`src/sld_map.svh`:
```
// Overview of operation
// - Reference predivider divides by its 5-bit value, 1..31; codes 0 and 1 divide by one.
// - Feedback divider divides by its 8-bit value plus one, one to 256.
// - Feedback divider power-down bit set stops it; zero, the default, runs it.
// - On sync the feedback divider restarts at its 6-bit initial phase.
// - Each phase step is half an input period; 63 gives 31.5 periods.
// - Bypass bit set shorts the internal zero resistor; board adds external one.
// - VCO output divider power-down removes the feedback divider input clock.
`ifndef SLD_MAP_SVH
`define SLD_MAP_SVH
// ----------------------------------------------------------------
// Register indices; byte address is four times the index
// ----------------------------------------------------------------
`define SLD_IDX_BYPASS   12'h206
`define SLD_IDX_PREDIV   12'h207
`define SLD_IDX_FBDIV    12'h208
`define SLD_IDX_FBPHASE  12'h209
`define SLD_IDX_AUX      12'h20A
`define SLD_IDX_STATUS   12'h20B
// ----------------------------------------------------------------
// Field positions
// ----------------------------------------------------------------
`define SLD_BYPASS_BIT   0
`define SLD_FBPD_BIT     6
`define SLD_PHASE_MSB    5
`define SLD_PREDIV_MSB   4
`define SLD_AUX_SYNC_BIT 0
`define SLD_AUX_VPD_BIT  1
// ----------------------------------------------------------------
// Reset values
// ----------------------------------------------------------------
`define SLD_RST_BYPASS   1'h0
`define SLD_RST_PREDIV   5'h00
`define SLD_RST_FBDIV    8'h00
`define SLD_RST_FBPD     1'h0
`define SLD_RST_PHASE    6'h00
`define SLD_RST_VPD      1'h0
`endif

```
`src/sld_pkg.sv`:
```
package sld_pkg;
	typedef struct packed {
		logic       zero_bypass;
		logic [4:0] prediv;
		logic [7:0] fbdiv;
		logic       fb_pd;
		logic [5:0] fb_phase;
		logic       vco_pd;
	} sld_cfg_t;

	typedef struct packed {
		logic       fb_level;
		logic       fb_pulse;
		logic       ref_pulse;
		logic       fb_delaying;
	} sld_stat_t;

	typedef enum logic [1:0] {
		SLD_BUS_IDLE = 2'b01,
		SLD_BUS_ACK  = 2'b10
	} sld_bus_st_t;
endpackage

```
`src/sld_top.sv`:
```
// Added by the designer: register access over Avalon-MM.
`timescale 1ns/1ps
`include "sld_map.svh"
module sld_top (
	input  wire logic        core_clk,
	input  wire logic        rstn,
	input  wire logic [13:0] avs_address,
	input  wire logic        avs_read,
	input  wire logic        avs_write,
	input  wire logic [31:0] avs_writedata,
	output logic      [31:0] avs_readdata,
	output logic             avs_waitrequest,
	input  wire logic        ref_edge_en,
	input  wire logic        vco_half_en,
	input  wire logic        sync_in,
	output logic             ref_div_pulse,
	output logic             fb_div_pulse,
	output logic             fb_div_level,
	output logic             loop_zero_bypass,
	output logic             vco_output_divider_pd,
	output logic             feedback_divider_pd
);
	// ----------------------------------------------------------------
	// Helpers
	// ----------------------------------------------------------------
	function automatic logic idx_hit(input logic [13:0] a, input logic [11:0] idx);
		return a[13:2] == idx;
	endfunction

	function automatic logic [4:0] prediv_ratio(input logic [4:0] v);
		return (v == 5'h00) ? 5'h01 : v;
	endfunction

	// ----------------------------------------------------------------
	// Register bus
	// ----------------------------------------------------------------
	sld_pkg::sld_bus_st_t bus_st_reg;
	sld_pkg::sld_bus_st_t bus_st_next;
	sld_pkg::sld_cfg_t    cfg_reg;
	sld_pkg::sld_cfg_t    cfg_next;
	sld_pkg::sld_stat_t   stat;
	logic [31:0]          rdata_reg;
	logic [31:0]          rdata_next;
	logic                 sw_sync;
	logic                 do_write;

	assign avs_waitrequest = (avs_read | avs_write) & (bus_st_reg != sld_pkg::SLD_BUS_ACK);
	assign avs_readdata    = rdata_reg;
	assign do_write        = avs_write & (bus_st_reg == sld_pkg::SLD_BUS_ACK);

	always_comb begin
		bus_st_next = bus_st_reg;
		rdata_next  = rdata_reg;
		cfg_next    = cfg_reg;
		sw_sync     = 1'b0;
		unique case (bus_st_reg)
			sld_pkg::SLD_BUS_IDLE: begin
				if (avs_read | avs_write) begin
					bus_st_next = sld_pkg::SLD_BUS_ACK;
					rdata_next  = 32'h0000_0000;
					if (avs_read) begin
						// Unused bits stay zero
						if (idx_hit(avs_address, `SLD_IDX_BYPASS))
							rdata_next[`SLD_BYPASS_BIT] = cfg_reg.zero_bypass;
						else if (idx_hit(avs_address, `SLD_IDX_PREDIV))
							rdata_next[`SLD_PREDIV_MSB:0] = cfg_reg.prediv;
						else if (idx_hit(avs_address, `SLD_IDX_FBDIV))
							rdata_next[7:0] = cfg_reg.fbdiv;
						else if (idx_hit(avs_address, `SLD_IDX_FBPHASE)) begin
							rdata_next[`SLD_FBPD_BIT] = cfg_reg.fb_pd;
							rdata_next[`SLD_PHASE_MSB:0] = cfg_reg.fb_phase;
						end
						else if (idx_hit(avs_address, `SLD_IDX_AUX))
							rdata_next[`SLD_AUX_VPD_BIT] = cfg_reg.vco_pd;
						else if (idx_hit(avs_address, `SLD_IDX_STATUS))
							rdata_next[3:0] = stat;
					end
				end
			end
			sld_pkg::SLD_BUS_ACK: begin
				bus_st_next = sld_pkg::SLD_BUS_IDLE;
				if (do_write) begin
					if (idx_hit(avs_address, `SLD_IDX_BYPASS))
						cfg_next.zero_bypass = avs_writedata[`SLD_BYPASS_BIT];
					else if (idx_hit(avs_address, `SLD_IDX_PREDIV))
						cfg_next.prediv = avs_writedata[`SLD_PREDIV_MSB:0];
					else if (idx_hit(avs_address, `SLD_IDX_FBDIV))
						cfg_next.fbdiv = avs_writedata[7:0];
					else if (idx_hit(avs_address, `SLD_IDX_FBPHASE)) begin
						cfg_next.fb_pd    = avs_writedata[`SLD_FBPD_BIT];
						cfg_next.fb_phase = avs_writedata[`SLD_PHASE_MSB:0];
					end
					else if (idx_hit(avs_address, `SLD_IDX_AUX)) begin
						cfg_next.vco_pd = avs_writedata[`SLD_AUX_VPD_BIT];
						sw_sync         = avs_writedata[`SLD_AUX_SYNC_BIT];
					end
				end
			end
		endcase
	end

	always_ff @(posedge core_clk or negedge rstn) begin
		if (!rstn) begin
			bus_st_reg          <= sld_pkg::SLD_BUS_IDLE;
			rdata_reg           <= 32'h0000_0000;
			cfg_reg.zero_bypass <= `SLD_RST_BYPASS;
			cfg_reg.prediv      <= `SLD_RST_PREDIV;
			cfg_reg.fbdiv       <= `SLD_RST_FBDIV;
			cfg_reg.fb_pd       <= `SLD_RST_FBPD;
			cfg_reg.fb_phase    <= `SLD_RST_PHASE;
			cfg_reg.vco_pd      <= `SLD_RST_VPD;
		end else begin
			bus_st_reg <= bus_st_next;
			rdata_reg  <= rdata_next;
			cfg_reg    <= cfg_next;
		end
	end

	assign loop_zero_bypass      = cfg_reg.zero_bypass;
	assign vco_output_divider_pd = cfg_reg.vco_pd;
	assign feedback_divider_pd   = cfg_reg.fb_pd;

	// ----------------------------------------------------------------
	// Reference predivider
	// ----------------------------------------------------------------
	logic [4:0] ref_cnt_reg;
	logic [4:0] ref_cnt_next;
	logic       ref_pulse_reg;
	logic       ref_pulse_next;
	logic       ref_last;

	assign ref_last = (ref_cnt_reg >= prediv_ratio(cfg_reg.prediv) - 5'h01);

	always_comb begin
		ref_cnt_next   = ref_cnt_reg;
		ref_pulse_next = 1'b0;
		if (ref_edge_en) begin
			if (ref_last) begin
				ref_cnt_next   = 5'h00;
				ref_pulse_next = 1'b1;
			end else begin
				ref_cnt_next = ref_cnt_reg + 5'h01;
			end
		end
	end

	always_ff @(posedge core_clk or negedge rstn) begin
		if (!rstn) begin
			ref_cnt_reg   <= 5'h00;
			ref_pulse_reg <= 1'b0;
		end else begin
			ref_cnt_reg   <= ref_cnt_next;
			ref_pulse_reg <= ref_pulse_next;
		end
	end

	assign ref_div_pulse = ref_pulse_reg;

	// ----------------------------------------------------------------
	// Feedback divider, counted in half periods of its input clock
	// ----------------------------------------------------------------
	logic [8:0] fb_cnt_reg;
	logic [8:0] fb_cnt_next;
	logic [5:0] fb_dly_reg;
	logic [5:0] fb_dly_next;
	logic       fb_pulse_reg;
	logic       fb_pulse_next;
	logic       fb_level_reg;
	logic       fb_level_next;
	logic       fb_step;
	logic       fb_sync;
	logic [8:0] fb_top;

	assign fb_step = vco_half_en & ~cfg_reg.vco_pd;
	assign fb_sync = sync_in | sw_sync;
	assign fb_top  = {cfg_reg.fbdiv, 1'b1};

	always_comb begin
		fb_cnt_next   = fb_cnt_reg;
		fb_dly_next   = fb_dly_reg;
		fb_pulse_next = 1'b0;
		fb_level_next = fb_level_reg;
		if (cfg_reg.fb_pd) begin
			fb_cnt_next   = 9'h000;
			fb_dly_next   = 6'h00;
			fb_level_next = 1'b0;
		end else if (fb_sync) begin
			fb_cnt_next   = 9'h000;
			fb_dly_next   = cfg_reg.fb_phase;
			fb_level_next = 1'b0;
		end else if (fb_step) begin
			if (fb_dly_reg != 6'h00) begin
				fb_dly_next = fb_dly_reg - 6'h01;
			end else begin
				fb_level_next = (fb_cnt_reg <= {1'b0, cfg_reg.fbdiv});
				if (fb_cnt_reg >= fb_top) begin
					fb_cnt_next   = 9'h000;
					fb_pulse_next = 1'b1;
				end else begin
					fb_cnt_next = fb_cnt_reg + 9'h001;
				end
			end
		end
	end

	always_ff @(posedge core_clk or negedge rstn) begin
		if (!rstn) begin
			fb_cnt_reg   <= 9'h000;
			fb_dly_reg   <= 6'h00;
			fb_pulse_reg <= 1'b0;
			fb_level_reg <= 1'b0;
		end else begin
			fb_cnt_reg   <= fb_cnt_next;
			fb_dly_reg   <= fb_dly_next;
			fb_pulse_reg <= fb_pulse_next;
			fb_level_reg <= fb_level_next;
		end
	end

	assign fb_div_pulse     = fb_pulse_reg;
	assign fb_div_level     = fb_level_reg;
	assign stat = '{
		fb_level:    fb_level_reg,
		fb_pulse:    fb_pulse_reg,
		ref_pulse:   ref_pulse_reg,
		fb_delaying: (fb_dly_reg != 6'h00)
	};
endmodule

```
`config.mk`:
```
export PLATFORM = sky130hd
export DESIGN_NAME = sld_top
export DESIGN_NICKNAME = d
export VERILOG_FILES = /design/src/sld_pkg.sv /design/src/sld_top.sv
export VERILOG_INCLUDE_DIRS = /design/src
export SDC_FILE = /design/constraint.sdc
export NUM_CORES = 1
export LEC_CHECK = 0
export BUFFER_PORTS_ARGS = -buffer_cell sky130_fd_sc_hd__buf_2
export CELL_PAD_IN_SITES_DETAIL_PLACEMENT = 1
export CELL_PAD_IN_SITES_GLOBAL_PLACEMENT = 1
export CORE_AREA = 2 2 91 93
export CTS_BUF_LIST = sky130_fd_sc_hd__clkbuf_8
export DETAILED_ROUTE_END_ITERATION = 6
export DIE_AREA = 0 0 93 95
export PLACE_DENSITY = 0.94
export SYNTH_ARGS = -nofsm -noshare
export SYNTH_HDL_FRONTEND = slang
export SYNTH_SLANG_ARGS = --single-unit
export TNS_END_PERCENT = 100
```
`constraint.sdc`:
```
create_clock -name core_clk -period 4.3 [get_ports core_clk]
set_clock_uncertainty 0.2 [all_clocks]
set_input_delay 0.86 -clock core_clk [delete_from_list [all_inputs] [get_ports core_clk]]
set_output_delay 0.86 -clock core_clk [all_outputs]
set_load 0.05 [all_outputs]
```
# Word-level counts from Yosys, hierarchy flattened
# Cells that the tools add are included.
[word_totals] ff_bits=55 out_inout_bits=39
[op_classes] add_sub_neg=4 order_cmp=3 n_eq_ne=11 muxes=44 n_bitwise=10 reduce_logical=12
[op_table] op="$eq A12 B10 Y1 const B" n=6
[op_table] op="$mux W9" n=5
[op_table] op="$mux W6" n=4
[op_table] op="$mux W1" n=22
[op_table] op="$mux W5" n=3
[op_table] op="$mux W7" n=2
[op_table] op="$add A9 B1 Y9 const B" n=1
[op_table] op="$ge A9 B9 Y1" n=1
[op_table] op="$le A9 B8 Y1" n=1
[op_table] op="$mux W4" n=2
[op_table] op="$mux W8" n=1
[op_table] op="$reduce_and A7 Y1" n=1
[op_table] op="$mux W3" n=2
[op_table] op="$reduce_and A2 Y1" n=3
[op_table] op="$reduce_and A6 Y1" n=1
[op_table] op="$reduce_bool A3 Y1" n=2
[op_table] op="$reduce_bool A6 Y1" n=1
[op_table] op="$sub A6 B1 Y6 const B" n=1
[op_table] op="$add A5 B1 Y5 const B" n=1
[op_table] op="$ge A5 B5 Y1" n=1
[op_table] op="$logic_not A5 Y1" n=1
[op_table] op="$not A1 Y1" n=5
[op_table] op="$reduce_and A5 Y1" n=1
[op_table] op="$sub A5 B1 Y5 const B" n=1
[op_table] op="other kinds (10)" n=15

# Logic depth before layout (Yosys ltp)
[depth] ltp_word=11 mapped_depth=10

# Worst setup path after synthesis
# No wires, ideal clock.
[synth_timing] path_kind="input port to flip-flop" startpoint="in avs_address[9]" endpoint="reg cfg_reg[1] (netlist bit)" t_arrival_ps=2305 t_required_ps=3975 slack_ps=1670 cell_stages=6 n_path_buf=1 path_cell_list="nor4b_1 -> nand4b_1 -> nor2_2 -> and4_1 -> buf_2 -> mux2_2"
[synth_via] elab_chain_cells=3 elab_cells_between_ends=8 classes_between="eq/ne (4); bitwise (3); reduce/logical (1)"
[synth_lines] item="start, declared" line_no="sld_top.sv:7" rtl="input wire logic [13:0] avs_address,"
[synth_lines] item="$eq A12 B10 Y1" line_no="sld_top.sv:27" rtl="return a[13:2] == idx;"
[synth_lines] item="$not A1 Y1 (no source line)"
[synth_lines] item="$reduce_and A6 Y1 (no source line) (*)"
[synth_lines] item="end signal, assigned" line_no="sld_top.sv:115" rtl="cfg_reg <= cfg_next;"
[synth_lines] item="end, declared" line_no="sld_top.sv:39" rtl="sld_pkg::sld_cfg_t cfg_reg;"
# Every way passes the cells marked *; elsewhere a longest branch is shown, timed or not.
# A chain may end at the register's enable or synchronous reset.

# Worst setup path in the final report
[layout_timing] startpoint="in avs_address[9]" endpoint="reg cfg_reg[6] (netlist bit)"
# Same word-level chain as after synthesis.

==> metrics.md <==
| Metric | Value |
|---|---|
| Status | `finished, final reports clean` |
| Worst skew pair latency | `0.32 ns` |
| Starting DRT DRC Count | `118` |
| Required time worst endpoint | `4.31 ns` |
| Placement row count | `33` |
| Filler cells | `930` |
| Largest net degree at the start of global routing | `32` |
| Total of max-cap violations | `0` |
| Slew HR | `48.83%` |
| Yosys reg bits | `55` |
| First-pass GRT wire length | `15120 um` |
| Die area | `8835 um^2` |
| Vias per cell | `5.626` |
| Peak supply drop | `0.1258 mV` |
| H-Tree Depth | `2` |
| Pwr/cell area | `295.5 nW/um^2` |
| Cell area after layout | `3779 um^2` |
| Post-Syn Area per Cell | `9.754 um^2` |
| CTS clock-pin slew for the worst setup and hold paths | `0.10 ns` |
| Sw Pwr | `0.0003940 W` |
| Antenna cells | `0` |
| Logic pwr share | `23.2%` |
| Share of post-route cells with drive strength above 1 | `20.85%` |
| HP Class | `flip-flop to flip-flop` |
| Mapped Area | `3482 um^2` |
| Post-route ant nets | `0` |
| Max FFs per register | `19` |
| Resized cells post-CTS | `0` |
| Synth-to-Final Area Change | `8.516%` |
| Setup violators final | `0` |
| Post-synthesis sequential area ratio | `39.56%` |
| Initial antenna violation count | `0` |
| DP Worst Slack | `1.158 ns` |
| Worst Path Arrival | `2.86 ns` |
| Placed cell area | `3694 um^2` |
| Final hold vios | `0` |
| RSZ-0062 raised after global routing | `false` |
| CTS root buf | `clkbuf_8` |
| Synth Flop Type | `dfrtp_1` |
| # port buffers | `41` |
| CTS tree | `built` |
| GP Congestion | `0.8381` |
| Net Sw Frac | `35.28%` |
| Netlist cell types | `54` |
| Static leakage | `1.828 nW` |
| Synth warn | `0` |
| Top cells by area, synth | `dfrtp_1 39%, ha_1 9.0%, mux2_2 7.4%` |
| Min setup slack post-route | `1.442 ns` |
| Least-Margin Pin Slew | `0.7612 ns` |
| Syn Inst Count | `357` |
| Grt ovf | `0` |
| Die Width | `93 um` |
| CTS Buf Count | `5` |
| Critical path type | `input pin to flip-flop` |
| Placeable Area | `7928 um^2` |
| Min Tclk post-route | `2.858 ns` |
| Hold Path Depth | `2` |
| Fmax | `0.3499 GHz` |
| Internal | `0.0007227 W` |
| Die Y | `95 um` |
| Vias in the first global route | `3048` |
| Yosys top cell area share | `38.81%` |
| Fin crit share | `66.47%` |
| Setup crit end kind | `flip-flop` |
| DRC | `0` |
| Number of setup buffers added after CTS | `0` |
| Worst reg-to-reg path cell count | `10` |
| Total GRT Usage | `22.08%` |
| DR pass1 iterations | `4` |
| Peak fanout along the critical path | `7` |
| Commonest cells in the synthesized netlist | `54 x dfrtp_1, 36 x nand2_1, 25 x ha_1, 24 x buf_4, 23 x mux2_2` |
| EDFF count, synth | `0` |
| Yosys top cell by area | `dfrtp_1` |
| Seq. cell area | `1378 um^2` |
| CTS Hold Bufs | `0` |
| Sum of negative setup slack | `0 ns` |
| Routed WL | `9277 um` |
| Seq pwr share | `50.9%` |
| Vias | `2830` |
| Routed length per instance | `18.44 um` |
| Bufs on Longest Clock Path | `2` |
| Initial Utilization | `43.92%` |
| Num ports | `92` |
| Multi-input logic area | `1904 um^2` |
| Max Slew Vio Count | `0` |
| Final nets | `475` |
| Clk pwr share | `26.0%` |
| Placed wire-length estimate | `7318 um` |
| Clock Sinks | `55` |
| Most numerous cell in the Yosys netlist | `dfrtp_1` |
| Async S/R FF share, synth | `100.0%` |
| Critical Path Source Type | `input pin` |
## power by group through the flow
stage	Sequential (W)	Clock [W]	Combinational, W
6_report	0.000568	0.000290	0.000259
5_1_grt	0.000573	0.000313	0.000280
4_1_cts	0.000568	0.000294	0.000259
3_5_place_dp	0.000578	0	0.000258
3_3_place_gp	0.000575	0	0.000250
2_1_floorplan	0.000610	0	0.000169
## routing by layer
layer | global-route usage [%] | share of wire [%] | up-vias
li1 | - | - | 1312
met4 | 6.863 | 2.0 | 0
met3 | 3.911 | 4.3 | 16
met1 | 25.64 | 41 | 1418
met5 | 0 | 0 | -
met2 | 41.30 | 53 | 84
## cell usage in the layout (no fill, tap or decap), drive strengths merged, types with 2 or more instances in the layout
master	count
xnor2	4
dfrtp	54
a31oi	5
clkbuf	5
inv	19
nor4b	2
mux2i	10
nand4	5
o211ai	4
or3	2
a22oi	2
a21oi	12
o31ai	2
mux2	23
a21o	5
and4	2
xor2	3
a211oi	8
conb	24
and3	4
o41ai	2
nor2	21
o21ai	24
nand3	12
nor3	8
and2	4
buf	42
nor4	2
nand2	36
ha	25
o211a	2
nor2b	9
## worst max-delay path: stages
cell,delay (ns)
buf_2,0.10
nor4b_1,0.49
nand4b_1,0.26
nor2_2,0.27
and4_1,0.49
mux2_2,0.39
## through the flow
| step | instances | utilization [%] | power, W | hold slack (ns) |
|---|---|---|---|---|
| floorplan | 380 | - | 0.0007793 | 0.2723 |
| global placement | 495 | 46.59 | 0.0008248 | 0.2591 |
| detailed placement | 495 | 46.59 | 0.0008359 | 0.2754 |
| CTS | 503 | 47.66 | 0.001121 | 0.2984 |
| global route | 503 | 47.66 | 0.001166 | 0.3186 |
| finish | 503 | 47.66 | 0.001117 | 0.2884 |
## kinds of logic after synthesis
family / share of synthesized area (%)
simple gates: 17.18
compound gates: 13.22
flops: 39.56
buf+inv: 8.228
mux: 10.96
fa+ha+maj: 8.983
xor+xnor: 1.761
other cells: 0.1077
## worst paths after layout
kind                            slack [ns]                          end                        start
min in group asynchronous             0.38    fb_cnt_reg[0]$_DFFE_PN0P_                         rstn
worst min-delay path                  0.29  avs_readdata[6]$_DFFE_PN0P_  avs_readdata[6]$_DFFE_PN0P_
worst min register to register        0.29  avs_readdata[6]$_DFFE_PN0P_  avs_readdata[6]$_DFFE_PN0P_
worst max register to register        1.45   ref_cnt_reg[4]$_DFFE_PN0P_      cfg_reg[18]$_DFFE_PN0P_
max in group asynchronous             2.69    fb_cnt_reg[4]$_DFFE_PN0P_                         rstn
worst max-delay path                  1.44       cfg_reg[6]$_DFFE_PN0P_               avs_address[9]
## area by class of cell
| type | instances | share of cell area [%] |
|---|---|---|
| multi-input cells | 275 | 50.40 |
| clock inverters | 3 | 0.4305 |
| well taps | 105 | 3.477 |
| clock buffers | 5 | 1.821 |
| flip-flops and latches | 55 | 36.46 |
| inverters | 18 | 1.788 |
| repair buffers | 42 | 5.629 |
Note: power is estimated with default switching activity, not from simulation.
